$ cat src/uci_defs.svh
// Offsets, field positions, reset values and timing counts of the command/event block
//
// How it works
// - Two-bit overrun counter starts at zero, counts every overrun, wraps at three.
// - Software setting the owner change request raises the owner change flag.
// - Owner change request clears after changeover and stays clear until requested again.
// - A descriptor found during bulk processing sets bulk filled again.
// - A descriptor found during control processing sets control filled again.
// - Soft reset command forces suspend, clears operational state, blocks register access.
// - Hardware clears the soft reset command itself, within ten milliseconds.
// - Soft reset leaves the root hub alone and drives no port reset.
// - Event flags are set by hardware, owner change by a command write, and cleared by software.
// - Hub change flag sets when hub or any of four port statuses change.
// - Frame wrap flag sets whenever the frame number top bit changes.
// - Fatal error flag always reads zero; its enable and disable writes are ignored.
// - Resume flag sets when resume signalling is seen on any downstream port.
// - Frame start flag sets on every start-of-frame event from frame management.
// - Done list written flag sets after the done list pointer reaches memory.
// - Overrun flag sets whenever the list processor reports a scheduling overrun.
// - Interrupt requested when a flag, its enable and the master enable are set.
// - Enable and disable bit positions match the event positions in the status word.
// - Writing one to the enable register sets that enable; zero leaves it.
// - Writing one to the disable register clears that enable, master included.
// - Functional state codes reset 00, resume 01, operational 10, suspend 11.
// - Routing bit picks normal or management interrupt and survives soft reset.
`ifndef UCI_DEFS_SVH
`define UCI_DEFS_SVH

`define UCI_OFF_CMD        8'h08
`define UCI_OFF_STAT       8'h0c
`define UCI_OFF_IEN        8'h10
`define UCI_OFF_IDIS       8'h14
`define UCI_OFF_HCCA       8'h18

`define UCI_CMD_SRST       0
`define UCI_CMD_CTRL_FILL  1
`define UCI_CMD_BULK_FILL  2
`define UCI_CMD_OWNER_REQ  3
`define UCI_CMD_CNT_LO     16
`define UCI_CMD_CNT_HI     17

`define UCI_EV_OVERRUN     0
`define UCI_EV_DONE_WR     1
`define UCI_EV_FRAME_START 2
`define UCI_EV_RESUME      3
`define UCI_EV_FATAL       4
`define UCI_EV_FRAME_WRAP  5
`define UCI_EV_HUB_CHG     6
`define UCI_EV_OWNER       30
`define UCI_EV_MASTER      31

`define UCI_FLAG_MASK      32'h4000_006f
`define UCI_EN_MASK        32'hc000_006f
`define UCI_HCCA_MASK      32'hffff_ff00
`define UCI_REG_RESET      32'h0000_0000

`define UCI_CLK_PERIOD_NS  8
`define UCI_SRST_MAX_NS    10000000

`endif

$ cat src/uci_pkg.sv
// Types shared by the command/event block
package uci_pkg;

	typedef enum logic [1:0] {
		UCI_FS_RESET   = 2'b00,
		UCI_FS_RESUME  = 2'b01,
		UCI_FS_OPER    = 2'b10,
		UCI_FS_SUSPEND = 2'b11
	} uci_fs_t;

	typedef enum logic [1:0] {
		UCI_SR_IDLE = 2'b00,
		UCI_SR_RUN  = 2'b01,
		UCI_SR_DONE = 2'b11
	} uci_sr_st_t;

	typedef struct packed {
		logic       overrun;
		logic       done_written;
		logic       frame_start;
		logic [3:0] resume;
		logic       hub_chg;
		logic [3:0] port_chg;
		logic       frame_msb;
	} uci_evt_t;

	typedef struct packed {
		logic bulk_head;
		logic bulk_td;
		logic ctrl_head;
		logic ctrl_td;
	} uci_list_t;

endpackage

$ cat src/uci_flag_bank.sv
// Bank of sticky bits with per-bit set and clear, set beating clear
`timescale 1ns/1ns
`include "uci_defs.svh"

module uci_flag_bank #(
	parameter logic [31:0] MASK = `UCI_FLAG_MASK
) (
	input  wire logic        sys_clk,  // Controller clock
	input  wire logic        rst_b,    // Synchronous reset, active low
	input  wire logic        wipe,     // Soft reset clear
	input  wire logic [31:0] set,      // Hardware or write-one set
	input  wire logic [31:0] clr,      // Write-one clear
	output logic      [31:0] flags_ff  // Current bits
);

	genvar i;
	generate
		for (i = 0; i < 32; i++) begin : g_bit
			if (MASK[i]) begin : g_live
				// Local bit so each output bit has one continuous driver only
				logic bit_ff;
				always_ff @(posedge sys_clk) begin
					if (!rst_b || wipe)
						bit_ff <= 1'b0;
					else if (set[i])
						bit_ff <= 1'b1;
					else if (clr[i])
						bit_ff <= 1'b0;
				end
				assign flags_ff[i] = bit_ff;
			end else begin : g_dead
				// Unimplemented or reserved positions read zero
				assign flags_ff[i] = 1'b0;
			end
		end
	endgenerate

endmodule // uci_flag_bank

$ cat src/uci_srst_timer.sv
// Soft reset sequencer holding the reset for a fixed count of cycles
`timescale 1ns/1ns

module uci_srst_timer #(
	parameter int unsigned LEN = 16
) (
	input  wire logic sys_clk,  // Controller clock
	input  wire logic rst_b,    // Synchronous reset, active low
	input  wire logic start,    // Begin a soft reset
	output logic      busy_ff,  // Soft reset in progress
	output logic      done_ff   // One-cycle pulse at completion
);

	localparam int CW = $clog2(LEN + 1);
	localparam logic [CW-1:0] LAST = CW'(LEN - 1);

	uci_pkg::uci_sr_st_t st_ff;
	logic [CW-1:0]       cnt_ff;

	always_ff @(posedge sys_clk) begin
		if (!rst_b) begin
			st_ff   <= uci_pkg::UCI_SR_IDLE;
			cnt_ff  <= '0;
			busy_ff <= 1'b0;
			done_ff <= 1'b0;
		end else begin
			done_ff <= 1'b0;
			unique case (st_ff)
				uci_pkg::UCI_SR_IDLE: begin
					if (start) begin
						st_ff   <= uci_pkg::UCI_SR_RUN;
						cnt_ff  <= '0;
						busy_ff <= 1'b1;
					end
				end
				uci_pkg::UCI_SR_RUN: begin
					if (cnt_ff == LAST) begin
						st_ff   <= uci_pkg::UCI_SR_DONE;
						busy_ff <= 1'b0;
						done_ff <= 1'b1;
					end else begin
						cnt_ff <= cnt_ff + 1'b1;
					end
				end
				uci_pkg::UCI_SR_DONE: st_ff <= uci_pkg::UCI_SR_IDLE;
				default: st_ff <= uci_pkg::UCI_SR_IDLE;
			endcase
		end
	end

endmodule // uci_srst_timer

$ cat src/uci_cmd_irq.sv
// Command, event status and interrupt control of the host controller
`timescale 1ns/1ns
`include "uci_defs.svh"

module uci_cmd_irq #(
	parameter int unsigned SRST_MAX_CYC = `UCI_SRST_MAX_NS / `UCI_CLK_PERIOD_NS
) (
	input  wire logic                sys_clk,             // Controller clock, 125 MHz
	input  wire logic                rst_b,               // Hardware reset, active low
	input  wire logic                reg_wr_en,           // Register write strobe
	input  wire logic                reg_rd_en,           // Register read strobe
	input  wire logic [7:0]          reg_addr,            // Register byte offset
	input  wire logic [31:0]         reg_wdata,           // Write data
	output logic      [31:0]         reg_rdata_ff,        // Read data
	output logic                     reg_rvalid_ff,       // Read data valid pulse
	input  wire uci_pkg::uci_evt_t   evt,                 // Hardware events
	input  wire uci_pkg::uci_list_t  list,                // List processor status
	input  wire logic                owner_change_done,   // Changeover complete pulse
	input  wire logic                fs_wr_en,            // Functional state write
	input  wire logic [1:0]          fs_wdata,            // New functional state
	input  wire logic                irq_routing_wr_en,   // Routing bit write
	input  wire logic                irq_routing_wdata,   // New routing bit
	output logic                     bulk_go_ff,          // Start bulk list pulse
	output logic                     ctrl_go_ff,          // Start control list pulse
	output uci_pkg::uci_fs_t         functional_state_ff, // Functional state
	output logic                     irq_routing_ff,      // Interrupt routing
	output logic                     soft_reset_busy_ff,  // Soft reset in progress
	output logic [31:0]              comm_area_base_ff,   // Communication area base
	output logic                     irq_int_ff,          // Normal interrupt request
	output logic                     irq_smi_ff           // Management interrupt request
);

	// ************************************************************
	// Register access decode
	// ************************************************************

	localparam int unsigned TIMER_LEN = SRST_MAX_CYC - 2;

	logic        srst_busy;
	logic        srst_done;
	logic        wr_ok;
	logic        wr_cmd;
	logic        wr_stat;
	logic        wr_ien;
	logic        wr_idis;
	logic        wr_hcca;
	logic [31:0] flags;
	logic [31:0] enables;

	logic        owner_req_ff;
	logic        bulk_list_filled_ff;
	logic        control_list_filled_ff;
	logic        soft_reset_cmd_ff;
	logic [1:0]  overrun_cnt_ff;
	logic        frame_msb_ff;
	logic        frame_msb_vld_ff;

	// Host bus access is refused while the soft reset runs
	assign wr_ok   = reg_wr_en && !srst_busy;
	assign wr_cmd  = wr_ok && (reg_addr == `UCI_OFF_CMD);
	assign wr_stat = wr_ok && (reg_addr == `UCI_OFF_STAT);
	assign wr_ien  = wr_ok && (reg_addr == `UCI_OFF_IEN);
	assign wr_idis = wr_ok && (reg_addr == `UCI_OFF_IDIS);
	assign wr_hcca = wr_ok && (reg_addr == `UCI_OFF_HCCA);

	// ************************************************************
	// Soft reset
	// ************************************************************

	uci_srst_timer #(
		.LEN (TIMER_LEN)
	) u_srst (
		.sys_clk (sys_clk),
		.rst_b   (rst_b),
		.start   (soft_reset_cmd_ff && !srst_busy && !srst_done),
		.busy_ff (srst_busy),
		.done_ff (srst_done)
	);

	always_ff @(posedge sys_clk) begin
		if (!rst_b)
			soft_reset_cmd_ff <= 1'b0;
		else if (srst_done)
			soft_reset_cmd_ff <= 1'b0;
		else if (wr_cmd && reg_wdata[`UCI_CMD_SRST])
			soft_reset_cmd_ff <= 1'b1;
	end

	always_ff @(posedge sys_clk) begin
		if (!rst_b)
			soft_reset_busy_ff <= 1'b0;
		else
			soft_reset_busy_ff <= srst_busy;
	end

	// No root hub or port reset is driven from here on a soft reset
	always_ff @(posedge sys_clk) begin
		if (!rst_b)
			functional_state_ff <= uci_pkg::UCI_FS_RESET;
		else if (srst_busy)
			functional_state_ff <= uci_pkg::UCI_FS_SUSPEND;
		else if (fs_wr_en)
			functional_state_ff <= uci_pkg::uci_fs_t'(fs_wdata);
		else if (functional_state_ff == uci_pkg::UCI_FS_SUSPEND && |evt.resume)
			functional_state_ff <= uci_pkg::UCI_FS_RESUME;
	end

	// Routing is touched by hardware reset only
	always_ff @(posedge sys_clk) begin
		if (!rst_b)
			irq_routing_ff <= 1'b0;
		else if (irq_routing_wr_en && !srst_busy)
			irq_routing_ff <= irq_routing_wdata;
	end

	// ************************************************************
	// Command bits
	// ************************************************************

	always_ff @(posedge sys_clk) begin
		if (!rst_b || srst_busy)
			owner_req_ff <= 1'b0;
		else if (wr_cmd && reg_wdata[`UCI_CMD_OWNER_REQ])
			owner_req_ff <= 1'b1;
		else if (owner_change_done)
			owner_req_ff <= 1'b0;
	end

	// Descriptor found or software fill wins over the start-of-list clear
	always_ff @(posedge sys_clk) begin
		if (!rst_b || srst_busy)
			bulk_list_filled_ff <= 1'b0;
		else if (list.bulk_td || (wr_cmd && reg_wdata[`UCI_CMD_BULK_FILL]))
			bulk_list_filled_ff <= 1'b1;
		else if (list.bulk_head && bulk_list_filled_ff)
			bulk_list_filled_ff <= 1'b0;
	end

	always_ff @(posedge sys_clk) begin
		if (!rst_b || srst_busy)
			control_list_filled_ff <= 1'b0;
		else if (list.ctrl_td || (wr_cmd && reg_wdata[`UCI_CMD_CTRL_FILL]))
			control_list_filled_ff <= 1'b1;
		else if (list.ctrl_head && control_list_filled_ff)
			control_list_filled_ff <= 1'b0;
	end

	always_ff @(posedge sys_clk) begin
		if (!rst_b || srst_busy) begin
			bulk_go_ff <= 1'b0;
			ctrl_go_ff <= 1'b0;
		end else begin
			bulk_go_ff <= list.bulk_head && bulk_list_filled_ff;
			ctrl_go_ff <= list.ctrl_head && control_list_filled_ff;
		end
	end

	// Counts even when the overrun flag is already up
	always_ff @(posedge sys_clk) begin
		if (!rst_b || srst_busy)
			overrun_cnt_ff <= 2'h0;
		else if (evt.overrun)
			overrun_cnt_ff <= overrun_cnt_ff + 2'h1;
	end

	// ************************************************************
	// Event flags and enables
	// ************************************************************

	// First sample after reset only primes the comparison
	always_ff @(posedge sys_clk) begin
		if (!rst_b) begin
			frame_msb_ff     <= 1'b0;
			frame_msb_vld_ff <= 1'b0;
		end else begin
			frame_msb_ff     <= evt.frame_msb;
			frame_msb_vld_ff <= 1'b1;
		end
	end

	logic [31:0] flag_set;
	always_comb begin
		flag_set = 32'h0000_0000;
		flag_set[`UCI_EV_OVERRUN]     = evt.overrun;
		flag_set[`UCI_EV_DONE_WR]     = evt.done_written;
		flag_set[`UCI_EV_FRAME_START] = evt.frame_start;
		flag_set[`UCI_EV_RESUME]      = |evt.resume;
		flag_set[`UCI_EV_FRAME_WRAP]  = frame_msb_vld_ff && (evt.frame_msb != frame_msb_ff);
		flag_set[`UCI_EV_HUB_CHG]     = evt.hub_chg || (|evt.port_chg);
		flag_set[`UCI_EV_OWNER]       = wr_cmd && reg_wdata[`UCI_CMD_OWNER_REQ];
	end

	// Hardware sets, software write-one clears, set wins
	uci_flag_bank #(
		.MASK (`UCI_FLAG_MASK)
	) u_flags (
		.sys_clk  (sys_clk),
		.rst_b    (rst_b),
		.wipe     (srst_busy),
		.set      (flag_set),
		.clr      (wr_stat ? reg_wdata : 32'h0000_0000),
		.flags_ff (flags)
	);

	// Same bit positions as the flags; unimplemented fatal bit is masked off
	uci_flag_bank #(
		.MASK (`UCI_EN_MASK)
	) u_enables (
		.sys_clk  (sys_clk),
		.rst_b    (rst_b),
		.wipe     (srst_busy),
		.set      (wr_ien ? reg_wdata : 32'h0000_0000),
		.clr      (wr_idis ? reg_wdata : 32'h0000_0000),
		.flags_ff (enables)
	);

	always_ff @(posedge sys_clk) begin
		if (!rst_b || srst_busy)
			comm_area_base_ff <= `UCI_REG_RESET;
		else if (wr_hcca)
			comm_area_base_ff <= reg_wdata & `UCI_HCCA_MASK;
	end

	// ************************************************************
	// Interrupt request
	// ************************************************************

	logic irq_any;
	assign irq_any = enables[`UCI_EV_MASTER] && (|(flags & enables & `UCI_FLAG_MASK));

	always_ff @(posedge sys_clk) begin
		if (!rst_b) begin
			irq_int_ff <= 1'b0;
			irq_smi_ff <= 1'b0;
		end else begin
			irq_int_ff <= irq_any && !irq_routing_ff;
			irq_smi_ff <= irq_any && irq_routing_ff;
		end
	end

	// ************************************************************
	// Register read
	// ************************************************************

	logic [31:0] rd_mux;
	always_comb begin
		rd_mux = 32'h0000_0000;
		unique case (reg_addr)
			`UCI_OFF_CMD: begin
				rd_mux[`UCI_CMD_SRST]                   = soft_reset_cmd_ff;
				rd_mux[`UCI_CMD_CTRL_FILL]              = control_list_filled_ff;
				rd_mux[`UCI_CMD_BULK_FILL]              = bulk_list_filled_ff;
				rd_mux[`UCI_CMD_OWNER_REQ]              = owner_req_ff;
				rd_mux[`UCI_CMD_CNT_HI:`UCI_CMD_CNT_LO] = overrun_cnt_ff;
			end
			`UCI_OFF_STAT: rd_mux = flags;
			`UCI_OFF_IEN,
			`UCI_OFF_IDIS: rd_mux = enables;
			`UCI_OFF_HCCA: rd_mux = comm_area_base_ff;
			default: rd_mux = 32'h0000_0000;
		endcase
	end

	always_ff @(posedge sys_clk) begin
		if (!rst_b) begin
			reg_rdata_ff  <= `UCI_REG_RESET;
			reg_rvalid_ff <= 1'b0;
		end else begin
			reg_rvalid_ff <= reg_rd_en;
			// Reads during a soft reset return zero
			reg_rdata_ff  <= (reg_rd_en && !srst_busy) ? rd_mux : `UCI_REG_RESET;
		end
	end

	// ************************************************************
	// Checks
	// ************************************************************

	logic [31:0] srst_len_ff;
	always_ff @(posedge sys_clk) begin
		if (!rst_b || !soft_reset_cmd_ff)
			srst_len_ff <= 32'h0000_0000;
		else
			srst_len_ff <= srst_len_ff + 32'h0000_0001;
	end

	a_overrun_count: assert property (@(posedge sys_clk) disable iff (!rst_b)
		evt.overrun && !srst_busy |=> overrun_cnt_ff == $past(overrun_cnt_ff) + 2'h1)
		else $error("overrun counter did not advance");

	a_owner_flag: assert property (@(posedge sys_clk) disable iff (!rst_b)
		wr_cmd && reg_wdata[`UCI_CMD_OWNER_REQ] |=> flags[`UCI_EV_OWNER] && owner_req_ff)
		else $error("owner change flag not raised");

	a_owner_clear: assert property (@(posedge sys_clk) disable iff (!rst_b)
		owner_change_done && !(wr_cmd && reg_wdata[`UCI_CMD_OWNER_REQ]) |=> !owner_req_ff)
		else $error("owner request not cleared");

	a_bulk_gate: assert property (@(posedge sys_clk) disable iff (!rst_b)
		list.bulk_head && !srst_busy |=> bulk_go_ff == $past(bulk_list_filled_ff))
		else $error("bulk start does not follow filled bit");

	a_ctrl_refill: assert property (@(posedge sys_clk) disable iff (!rst_b)
		list.ctrl_td && !srst_busy ##1 !srst_busy |-> control_list_filled_ff)
		else $error("control filled bit not set by descriptor");

	a_srst_suspend: assert property (@(posedge sys_clk) disable iff (!rst_b)
		srst_busy |=> functional_state_ff == uci_pkg::UCI_FS_SUSPEND && $stable(irq_routing_ff))
		else $error("soft reset did not hold suspend");

	a_srst_bound: assert property (@(posedge sys_clk) disable iff (!rst_b)
		srst_len_ff <= SRST_MAX_CYC)
		else $error("soft reset ran too long");

	a_fatal_zero: assert property (@(posedge sys_clk) disable iff (!rst_b)
		!flags[`UCI_EV_FATAL] && !enables[`UCI_EV_FATAL])
		else $error("fatal error bit not zero");

	a_frame_wrap: assert property (@(posedge sys_clk) disable iff (!rst_b)
		frame_msb_vld_ff && !srst_busy && evt.frame_msb != frame_msb_ff
		|=> flags[`UCI_EV_FRAME_WRAP])
		else $error("frame wrap flag missed");

	a_irq_master: assert property (@(posedge sys_clk) disable iff (!rst_b)
		!enables[`UCI_EV_MASTER] |=> !irq_int_ff && !irq_smi_ff)
		else $error("interrupt without master enable");

	a_disable_clear: assert property (@(posedge sys_clk) disable iff (!rst_b)
		wr_idis && reg_wdata[`UCI_EV_MASTER] |=> !enables[`UCI_EV_MASTER] ##1 !irq_int_ff)
		else $error("disable write left master enable set");

endmodule // uci_cmd_irq

$ cat config.mk
export PLATFORM = sky130hd
export DESIGN_NAME = uci_cmd_irq
export DESIGN_NICKNAME = d
export VERILOG_FILES = /design/src/uci_pkg.sv /design/src/uci_flag_bank.sv /design/src/uci_srst_timer.sv /design/src/uci_cmd_irq.sv
export VERILOG_INCLUDE_DIRS = /design/src
export SDC_FILE = /design/constraint.sdc
export NUM_CORES = 1
export LEC_CHECK = 0
export BUFFER_PORTS_ARGS = -buffer_cell sky130_fd_sc_hd__buf_4
export CORE_MARGIN = 8
export CORE_UTILIZATION = 55
export CTS_BUF_LIST = sky130_fd_sc_hd__clkbuf_16
export CTS_CLUSTER_SIZE = 30
export DETAILED_ROUTE_END_ITERATION = 10
export GPL_ROUTABILITY_DRIVEN = 0
export GPL_TIMING_DRIVEN = 0
export PLACE_DENSITY = 0.85
export REMOVE_ABC_BUFFERS = 1
export SETUP_SLACK_MARGIN = 0.02
export SLEW_MARGIN = 20
export SYNTH_ARGS = -nofsm -noshare
export SYNTH_HDL_FRONTEND = slang
export SYNTH_SLANG_ARGS = --single-unit
$ cat constraint.sdc
create_clock -name sys_clk -period 5.1 [get_ports sys_clk]
set_clock_uncertainty 0.05 [all_clocks]
set_input_delay 0.255 -clock sys_clk [delete_from_list [all_inputs] [get_ports sys_clk]]
set_output_delay 0.255 -clock sys_clk [all_outputs]
set_load 0.005 [all_outputs]
; ---- Word-level counts from Yosys, hierarchy flattened
; Index checks and enable logic that the tools add are counted.
[classes]
n_addsub = 2
eq_ne = 12
mux = 57
bitwise_logic = 2
n_reduce_logical = 60
[ops]
columns = cell, count
row1 = 32-bit 2-to-1 mux, 2
row2 = 21-bit 2-to-1 mux, 2
row3 = 14-bit one-hot mux with 3 select lines, 1
row4 = 21-bit one-hot mux with 2 select lines, 1
row5 = 1-bit 2-to-1 mux, 40
row6 = 2-bit nonzero test, 19
row7 = 12-bit one-hot mux with 3 select lines, 1
row8 = 31-bit AND, 1
row9 = 31-bit 2-to-1 mux, 1
row10 = 8-bit by 5-bit == test with 1-bit output (second input constant), 3
row11 = 21-bit by 1-bit adder with 21-bit output (second input constant), 1
row12 = 21-bit == test (second input constant), 1
row13 = 1-bit logical AND, 21
row14 = 8-bit by 4-bit == test with 1-bit output (second input constant), 2
row15 = 4-bit one-hot mux with 3 select lines, 1
row16 = 2-bit 2-to-1 mux, 5
row17 = 2-bit one-hot mux with 2 select lines, 2
row18 = 4-bit OR reduction, 2
row19 = 7-bit OR reduction, 1
row20 = 2-bit AND reduction, 3
row21 = 3-bit AND reduction, 2
row22 = 1-bit logical NOT, 4
row23 = 1-bit logical OR, 4
row24 = 2-bit by 1-bit != test with 1-bit output (second input constant), 2
row25 = 10 further kinds, 11
[totals]
regBits = 113
in_bits = 67
output_inout_bits = 73
word_cells = 169

; ---- Depth between registers and ports, before layout
; Gate-level depths: netlist of run 1.
[logic_depth]
depth_word = 6
ltp_mapped = 8
ltp_nobuf = 7

; ---- Cells and area by module
; Synthesis of run 1 repeated with hierarchy kept, for this count alone.
[hier_totals]
hier_cells = 799
area_unflattened_um2 = 6666.4
[modules_own_cells]
columns = mod, instances, cells_per_inst, area_each_um2, seq_area_each_um2
row1 = uci_cmd_irq, 1, 498, 4105.2, 1461.4
row2 = uci_srst_timer, 1, 172, 1452.6, 500.5
row3 = uci_flag_bank at u_enables, 1, 67, 579.3, 160.2
row4 = uci_flag_bank at u_flags, 1, 62, 529.3, 140.1

; ---- Least setup slack after synthesis of run 1
; Ideal clock, no wire load.
[synth_path]
path_type = input-to-reg
start = in reg_addr[1]
end = reg u_enables.g_bit[0].g_live.bit_ff
setup_time_ns = 0.088
t_arrival_ns = 1.917
required_time_ns = 4.962
path_slack_ns = 3.045
path_stages = 7
cell_sequence = or4_4 -> nor4b_4 -> and3_1 -> buf_6 -> buf_12 -> a21oi_2 -> a311oi_2
[synth_between]
elab_chain_len = 4
word_cells_on_any_way = 8
[synth_rtl]
columns = item, line_no
row1 = from (decl), uci_cmd_irq.sv:12  ; input wire logic [7:0] reg_addr,
row2 = 8-bit by 5-bit == test with 1-bit output, n/a
row3 = "1-bit logical AND, on equally long branches", "uci_cmd_irq.sv:62, uci_cmd_irq.sv:63"
row4 = "32-bit 2-to-1 mux, on equally long branches", "uci_cmd_irq.sv:212, uci_cmd_irq.sv:213"
row5 = 1-bit 2-to-1 mux or 2-bit nonzero test (tied branches), n/a
row6 = to (signal assigned), uci_flag_bank.sv:24  ; bit_ff <= 1'b0;
row7 = to (signal assigned), uci_flag_bank.sv:26  ; bit_ff <= 1'b1;
row8 = to (signal assigned), uci_flag_bank.sv:28  ; bit_ff <= 1'b0;
row9 = to (decl), uci_flag_bank.sv:21  ; logic bit_ff;
; Parallel ways exist; a longest one is shown, timed or not.
; A chain may end at the register's enable or synchronous reset.

; ---- Worst setup path in the final report of run 1
[layout_path]
start = reg u_srst.cnt_ff[0]
end = reg u_srst.cnt_ff[4]
[layout_between]
elab_chain_len = 3
word_cells_on_any_way = 6
[layout_rtl]
columns = item, line_no
row1 = from (decl), uci_srst_timer.sv:18  ; logic [CW-1:0] cnt_ff;
row2 = from (signal assigned), uci_srst_timer.sv:42  ; cnt_ff <= cnt_ff + 1'b1;
row3 = 21-bit by 1-bit adder with 21-bit output or 21-bit == test (tied branches), "uci_srst_timer.sv:42, uci_srst_timer.sv:37"
row4 = 21-bit 2-to-1 mux or 2-bit != test (tied branches), n/a
row5 = 21-bit one-hot mux with 2 select lines or 3-bit AND reduction (tied branches), n/a
; Parallel ways exist; a longest one is shown, timed or not. The select of a mux whose other input is x is not followed.

==> results.py, run 1 <==
metrics = {
    "yosys": {
        "yosys_warnings": 0,
        "yosys.cell_types.count": 58,
        "syn_area_mm2": 0.00446,
        "synth_top_family_by_area": "simple AND/OR/NAND/NOR gates",
        "yosys.area_share.simple": 0.213,
        "async_reset_ff_frac": 0,
        "synth_ff_type": "dfxtp_1",
        "synth_edf_count": 0,
        "synth.yosys.seq_area_share": 0.498,
        "synthCells": 465,
        "synth_compound_area_frac": 0.163,
        "synthXorXnorAreaFrac": 0.00786,
        "muxShareOfSynthArea": 0.0606,
        "ys_ff_latch": 111,
        "postSynthAreaPerCell_um2": 9.59,
        "synth_fa_ha_area_frac": 0.00561,
    },
    "global_routing": {
        "grt_pass1_wl_mm": 19.3,
        "grt.overflow.total": 0,
        "grt_pass1_vias": 3808,
        "antenna_found_initial": 0,
        "grt_max_degree": 39,
        "grt_usage": 0.208,
    },
    "power": {
        "seq_power_share": 0.537,
        "vdd_drop_max_mv": 0.181,
        "internal_power_uw": 1270,
        "leakage_uw": 0.00230,
        "power_density_mw_per_mm2": 288,
        "sw_frac_of_total": 0.230,
        "pwr-share-clk": 0.409,
        "p_sw_uw": 378,
        "power.share.combinational": 0.054,
    },
    "min_path": {
        "hp-start": "list[0]",
        "hold_path_class": "input pin to flip-flop",
    },
    "critical_path": {
        "critPathRequiredTime_ns": 5.28,
        "crit_buf_inv": 0,
        "path_delay_family": "compound AO/OA/AOI/OAI gates",
        "crit_fanout": 11,
        "worstSetupStartpoint": "u_srst.cnt_ff[0]",
        "cp_slowest_stage_delay_ns": 0.66,
        "path_cells": "ha_1, nor4bb_1, nand4b_1, o21ai_1, a211oi_1, o221a_2",
        "cp_data_arrival_time_ns": 2.69,
        "end_kind": "flip-flop",
        "reg2reg_from": "u_srst.cnt_ff[0]",
        "crit_slowest_cell": "o21ai_1",
        "criticalPathCategory": "flip-flop to flip-flop",
        "crit_path_start_kind": "flip-flop",
    },
    "floorplanning": {
        "die_x_um": 106,
        "rows": 33,
        "io_pins": 140,
        "die_h_um": 106,
        "die_area_mm2": 0.0112,
        "start_util": 0.554,
        "coreArea_mm2": 0.00805,
    },
    "route": {
        "vias_per_cell": 5.73,
        "wl_per_cell_um": 17.6,
        "drc": 0,
        "first_pass_iters": 5,
        "wl_mm": 12.1,
        "drtIter0Drc": 240,
        "drtAntennaViolNets": 0,
        "vias": 3955,
    },
    "cells_and_area": {
        "final_common_cell": "buf_4",
        "area_growth_syn_to_layout_pct": 28.2,
        "design_area_mm2": 0.00572,
        "drive_gt1_frac": 0.274,
        "mostFrequentLayoutCells": "127 x buf_4, 111 x dfxtp_1, 53 x nor2_1",
        "finish.utilization": 0.710,
        "diodes": 0,
        "nNetsFinal": 649,
    },
    "clocking": {
        "cts-resized-gates": 0,
        "cts_tree": "yes",
        "hold_buffers": 0,
        "numCtsBuffers": 9,
        "clk_pin_slew_worst_paths_ns": 0.08,
        "cts_setup_buffers": 0,
        "clock_sinks": 111,
        "clock_latency_ns": 0.34,
        "h-tree-depth": 3,
        "clock_path_buffers": 2,
        "cts_root_buf": "clkbuf_16",
    },
    "placed_design": {
        "io_buffers": 127,
        "place_ws_ns": 2.36,
        "dpl-instance-area_mm2": 0.00543,
        "dp_hpwl_mm": 9.02,
    },
    "sta": {
        "min_period_over_period": 0.492,
        "slew_headroom": 0.302,
        "tightest_slew_ns": 1.04,
        "setup_ws_ns": 2.59,
        "fin_setup_tns_ns": 0,
        "period_needed_ns": 2.51,
        "slew_violations": 0,
        "fmax_ghz": 0.398,
        "finalHoldViolations": 0,
        "rsz0062_at_grt": "no",
        "setup_viol": 0,
    },
    "outcome": {
        "status": "finished, final reports clean",
    },
    "run": {
        "max-cap-violations": 0,
    },
}
## kinds of logic (layout without fill, tap and decap cells)
| logic type | count (synthesis) | count (layout) |
|---|---|---|
| AO/OA/AOI/OAI | 99 | 99 |
| adder cells (fa/ha/maj) | 2 | 2 |
| XOR/XNOR | 4 | 4 |
| other | 1 | 10 |
| AND/OR/NAND/NOR | 177 | 177 |
| multiplexers | 27 | 27 |
| flip-flops | 111 | 111 |
| buffers and inverters | 44 | 155 |
## worst reg2reg max path, stage by stage (launching register included)
cell and delay (ns):
dfxtp_1 0.43, ha_1 0.19, nor4bb_1 0.43, nand4b_1 0.19, o21ai_1 0.66, a211oi_1 0.17
o221a_2 0.28
## sequential cells by signal (all words and copies together), names as in the netlist, 2 cells and up
signal                         cells
u_enables.g_bit.g_live.bit_ff      8
u_srst.cnt_ff                     21
reg_rdata_ff                      30
u_srst.st_ff                       2
u_flags.g_bit.g_live.bit_ff        7
overrun_cnt_ff                     2
comm_area_base_ff                 24
functional_state_ff                2
## synthesized netlist by cell type (2+ instances only)
library cell	count	area [um2]
and3_1	6	37.5
a311oi_1	7	61.3
and2_1	28	175
a41oi_1	2	17.5
mux2i_1	27	270
a211oi_1	4	30.0
o21ai_0	16	80.1
nor4_1	5	31.3
buf_4	10	75.1
or4_1	4	30.0
nand4_1	8	50.1
xnor2_1	2	17.5
inv_1	11	41.3
a221oi_1	2	17.5
nor2_1	54	203
o21a_1	4	30.0
nand3_1	17	85.1
o221a_2	5	56.3
a21boi_0	6	45.0
nand3b_1	2	15.0
xor2_1	2	17.5
nand4b_1	2	17.5
dfxtp_1	111	2220
a21oi_2	2	17.5
a22oi_1	7	52.6
a31oi_1	6	37.5
nor2b_1	8	50.1
buf_2	2	10.0
clkbuf_1	19	71.3
a222oi_1	6	60.1
nand2b_1	4	25.0
a21oi_1	19	95.1
o31ai_1	2	15.0
o31a_1	2	17.5
nand2_1	20	75.1
a311oi_2	2	30.0
and4_1	4	35.0
ha_1	2	25.0
nor3_1	6	30.0
## metal layers
metal	routed length, um	global-route usage	up-vias
met5	0	0	-
met4	132	0.0533	0
met3	926	0.0532	13
met2	5940	0.341	149
met1	5120	0.268	1888
li1	-	-	1905
## final timing paths
kind	depth (start not counted)	to	slack [ns]
min reg2reg	1	soft_reset_cmd_ff	0.39
max reg2reg	6	u_srst.cnt_ff[4]	2.59
min	3	control_list_filled_ff	0.08
max	6	u_srst.cnt_ff[4]	2.59
## per-stage QoR
stage,hold WS (ns),cells,power [uW]
floorplan,0.233,441,928
global placement,0.357,673,986
detailed placement,0.373,674,990
CTS,0.0734,690,1650
global route,0.0799,690,1700
finish,0.0803,690,1640
## power by group through the flow
stage	combinational [uW]	clock, uW	sequential, uW
2_1_floorplan	26.7	0	901
3_3_place_gp	84.1	0	902
3_5_place_dp	87.1	0	903
4_1_cts	88.1	684	882
5_1_grt	96.6	723	884
6_report	88.9	672	883
## cell type report
cell class              count  area, um2
clock buffers               9        225
fillers                   584       2330
multi-input cells         319       2050
inverters                  11       41.3
well taps                 105        131
repair buffers            128        981
flip-flops and latches    111       2220
clock inverters             7       65.1
No activity file was read; power rests on OpenSTA's default activity.
==> inputs of run 2 (changes only) <==
--- a/config.mk
+++ b/config.mk
@@ -6,15 +6,16 @@
 export SDC_FILE = /design/constraint.sdc
 export NUM_CORES = 1
 export LEC_CHECK = 0
+export ABC_AREA = 1
 export BUFFER_PORTS_ARGS = -buffer_cell sky130_fd_sc_hd__buf_4
 export CORE_MARGIN = 8
-export CORE_UTILIZATION = 55
+export CORE_UTILIZATION = 52
 export CTS_BUF_LIST = sky130_fd_sc_hd__clkbuf_16
 export CTS_CLUSTER_SIZE = 30
 export DETAILED_ROUTE_END_ITERATION = 10
 export GPL_ROUTABILITY_DRIVEN = 0
 export GPL_TIMING_DRIVEN = 0
-export PLACE_DENSITY = 0.85
+export PLACE_DENSITY = 0.8
 export REMOVE_ABC_BUFFERS = 1
 export SETUP_SLACK_MARGIN = 0.02
 export SLEW_MARGIN = 20
==> constraint.sdc (replaced) <==
create_clock -name sys_clk -period 2.62 [get_ports sys_clk]
set_clock_uncertainty 0.05 [all_clocks]
set_input_delay 0.131 -clock sys_clk [delete_from_list [all_inputs] [get_ports sys_clk]]
set_output_delay 0.131 -clock sys_clk [all_outputs]
set_load 0.005 [all_outputs]
==> run 2 against run 1 <==
  * Area after synthesis grew 11%
  * Global-route usage shrank 0.19 points
  * Worst setup slack lost 2.2 ns
  * Fmax grew 12%
  * Via count grew 21%
  * Register-to-register slack lost 2.2 ns
==> results.py, run 2 <==
metrics = {
    "critical_path": {
        "end_kind": "flip-flop",
        "cp_slowest_stage_delay_ns": 0.62,
        "r2r.worst_path.cells": 4,
        "crit_slowest_cell": "nor2_2",
        "worstSetupStartpoint": "u_srst.busy_ff",
        "crit_fanout": 45,
        "critPathRequiredTime_ns": 2.76,
        "crit_path_start_kind": "flip-flop",
        "reg2reg_from": "u_srst.busy_ff",
        "path_cells": "nor2_2, nand3_4, nor2_1, a211oi_2",
        "r2r-end": "comm_area_base_ff[27]",
        "criticalPathCategory": "flip-flop to flip-flop",
        "cp_data_arrival_time_ns": 2.39,
        "r2r_setup_slack_ns": 0.38,
        "endpoint": "comm_area_base_ff[27]",
    },
    "yosys": {
        "synth_top_area_frac": 0.449,
        "syn_area_mm2": 0.00495,
        "synth_ff_type": "dfxtp_1",
        "synthCells": 660,
        "async_reset_ff_frac": 0,
        "synth.yosys.seq_area_share": 0.449,
        "yosys.cell_types.count": 35,
        "ys_ff_latch": 111,
        "postSynthAreaPerCell_um2": 7.50,
        "synth.most_common_cell": "nand2_1",
        "yosys_warnings": 0,
        "synth.largest_area_cell": "dfxtp_1",
        "netlist_top_cells_count": "129 x nand2_1, 111 x dfxtp_1, 82 x inv_1",
        "synth_edf_count": 0,
        "ys_top_cells_by_area": "dfxtp_1 45%, nand2_1 9.8%, inv_1 6.2%, nor2_1 5.9%, nand3_1 5.5%",
    },
    "sta": {
        "setup_viol": 0,
        "min_period_over_period": 0.856,
        "fin_setup_tns_ns": 0,
        "fmax_ghz": 0.446,
        "finalHoldViolations": 0,
        "slew_violations": 0,
        "hold_slack_ns": 0.00147,
        "setup_ws_ns": 0.378,
        "period_needed_ns": 2.24,
        "tightest_slew_ns": 0.786,
        "slew_headroom": 0.475,
        "rsz0062_at_grt": "no",
    },
    "floorplanning": {
        "rows": 35,
        "die_area_mm2": 0.0129,
        "start_util": 0.536,
        "die_h_um": 114,
        "die_x_um": 114,
        "coreArea_mm2": 0.00924,
        "io_pins": 140,
    },
    "global_routing": {
        "met1_usage": 0.240,
        "grt_max_degree": 46,
        "antenna_found_initial": 0,
        "top_usage_layer": "met2",
        "grt.overflow.total": 0,
        "grtUsageMet3": 0.0497,
        "grtUsageMet2": 0.365,
        "grt_pass1_wl_mm": 22.1,
        "grt_usage": 0.207,
        "grt_pass1_vias": 4563,
    },
    "cells_and_area": {
        "fillers": 752,
        "nNetsFinal": 857,
        "drive_gt1_frac": 0.233,
        "mostFrequentLayoutCells": "128 x nand2_1, 127 x buf_4, 111 x dfxtp_1",
        "final_common_cell": "nand2_1",
        "largest_reg_flops": 30,
        "reg.largest.list": "reg_rdata_ff (30), comm_area_base_ff (24), u_srst.cnt_ff (21)",
        "diodes": 0,
        "finish.utilization": 0.684,
        "regMostFlops": "reg_rdata_ff",
        "area_growth_syn_to_layout_pct": 27.7,
    },
    "route": {
        "first_pass_iters": 4,
        "wl_mm": 13.5,
        "drtAntennaViolNets": 0,
        "drc": 0,
        "wl_per_cell_um": 14.7,
        "drtIter0Drc": 274,
        "vias_per_cell": 5.20,
        "vias": 4792,
    },
    "placed_design": {
        "io_buffers": 127,
        "dp_hpwl_mm": 9.94,
        "place_ws_ns": 0.426,
    },
    "clocking": {
        "clock_latency_ns": 0.34,
        "numCtsBuffers": 9,
        "clock_path_buffers": 2,
        "cts_root_buf": "clkbuf_16",
        "clock_sinks": 111,
        "h-tree-depth": 3,
        "clk_pin_slew_worst_paths_ns": 0.08,
        "cts_tree": "yes",
    },
    "power": {
        "power_density_mw_per_mm2": 522,
        "vdd_drop_max_mv": 0.290,
        "leakage_uw": 0.00262,
    },
    "min_path": {
        "hold_path_class": "input pin to flip-flop",
    },
    "outcome": {
        "status": "finished, final reports clean",
    },
    "run": {
        "max-cap-violations": 0,
    },
}
## run 2: where the power goes
part / total, uW / switching [uW] / internal, uW / leakage (uW)
Combinational: 196 / 96.6 / 99.1 / 0.00157
Clock: 1390 / 632 / 756 / 0.000150
Sequential: 1720 / 10.9 / 1700 / 0.000899
## run 2: area by class of cell
class                      count  area [um2]  share of cell area
inverter                      86         323              0.0511
timing repair buffer         137        1060               0.168
multi-input combinational    443        2240               0.355
sequential                   111        2220               0.352
clock buffer                   9         225              0.0357
clock inverter                 7        78.8              0.0125
tap                          129         161              0.0255
## run 2: worst min-delay path by stage
stage,start,endpoint,slack (ns),depth (start not counted)
2_1_floorplan,rst_b,frame_msb_vld_ff,0.11,0
3_3_place_gp,evt[0],frame_msb_ff,0.28,3
3_5_place_dp,evt[0],frame_msb_ff,0.28,3
4_1_cts,evt[11],u_flags.g_bit[1].g_live.bit_ff,0.0008,3
5_1_grt,evt[11],u_flags.g_bit[1].g_live.bit_ff,0.01,3
6_report,list[3],bulk_go_ff,0.001,3
## run 2: kinds of logic after synthesis
logic type	after synthesis	synth area share
and+or+nand+nor	328	0.305
buffers and inverters	115	0.105
DFF	111	0.449
other	1	0.000758
xor gates and xnor gates	3	0.00531
AOI/OAI and AO/OA	100	0.130
adders and majority gates	2	0.00506
## run 2: critical path: cells and delay by family (launching register included)
kind | cells | cell delay [ns]
compound gates | 1 | 0.06
flops | 1 | 0.42
simple gates | 3 | 1.54
## run 2: metrics by stage
stage	total power (uW)	instance area (um2)	cells
floorplan	1820	4790	640
global placement	1930	5900	896
detailed placement	1940	5920	897
CTS	3320	6320	922
global route	3410	6320	922
finish	3300	6320	922
## run 2: repair_timing
| item | 4_1_cts | 5_1_grt |
|---|---|---|
| setup buffers | 0 | 0 |
| hold endpoints to repair | 9 | 0 |
| hold buffers | 9 | 0 |
| gates resized for setup | 0 | 0 |
## run 2: metal layers
metal,vias to the layer above,routed length (um)
met5,-,0
met4,0,247
met3,20,942
met2,169,6720
met1,2215,5630
li1,2388,-
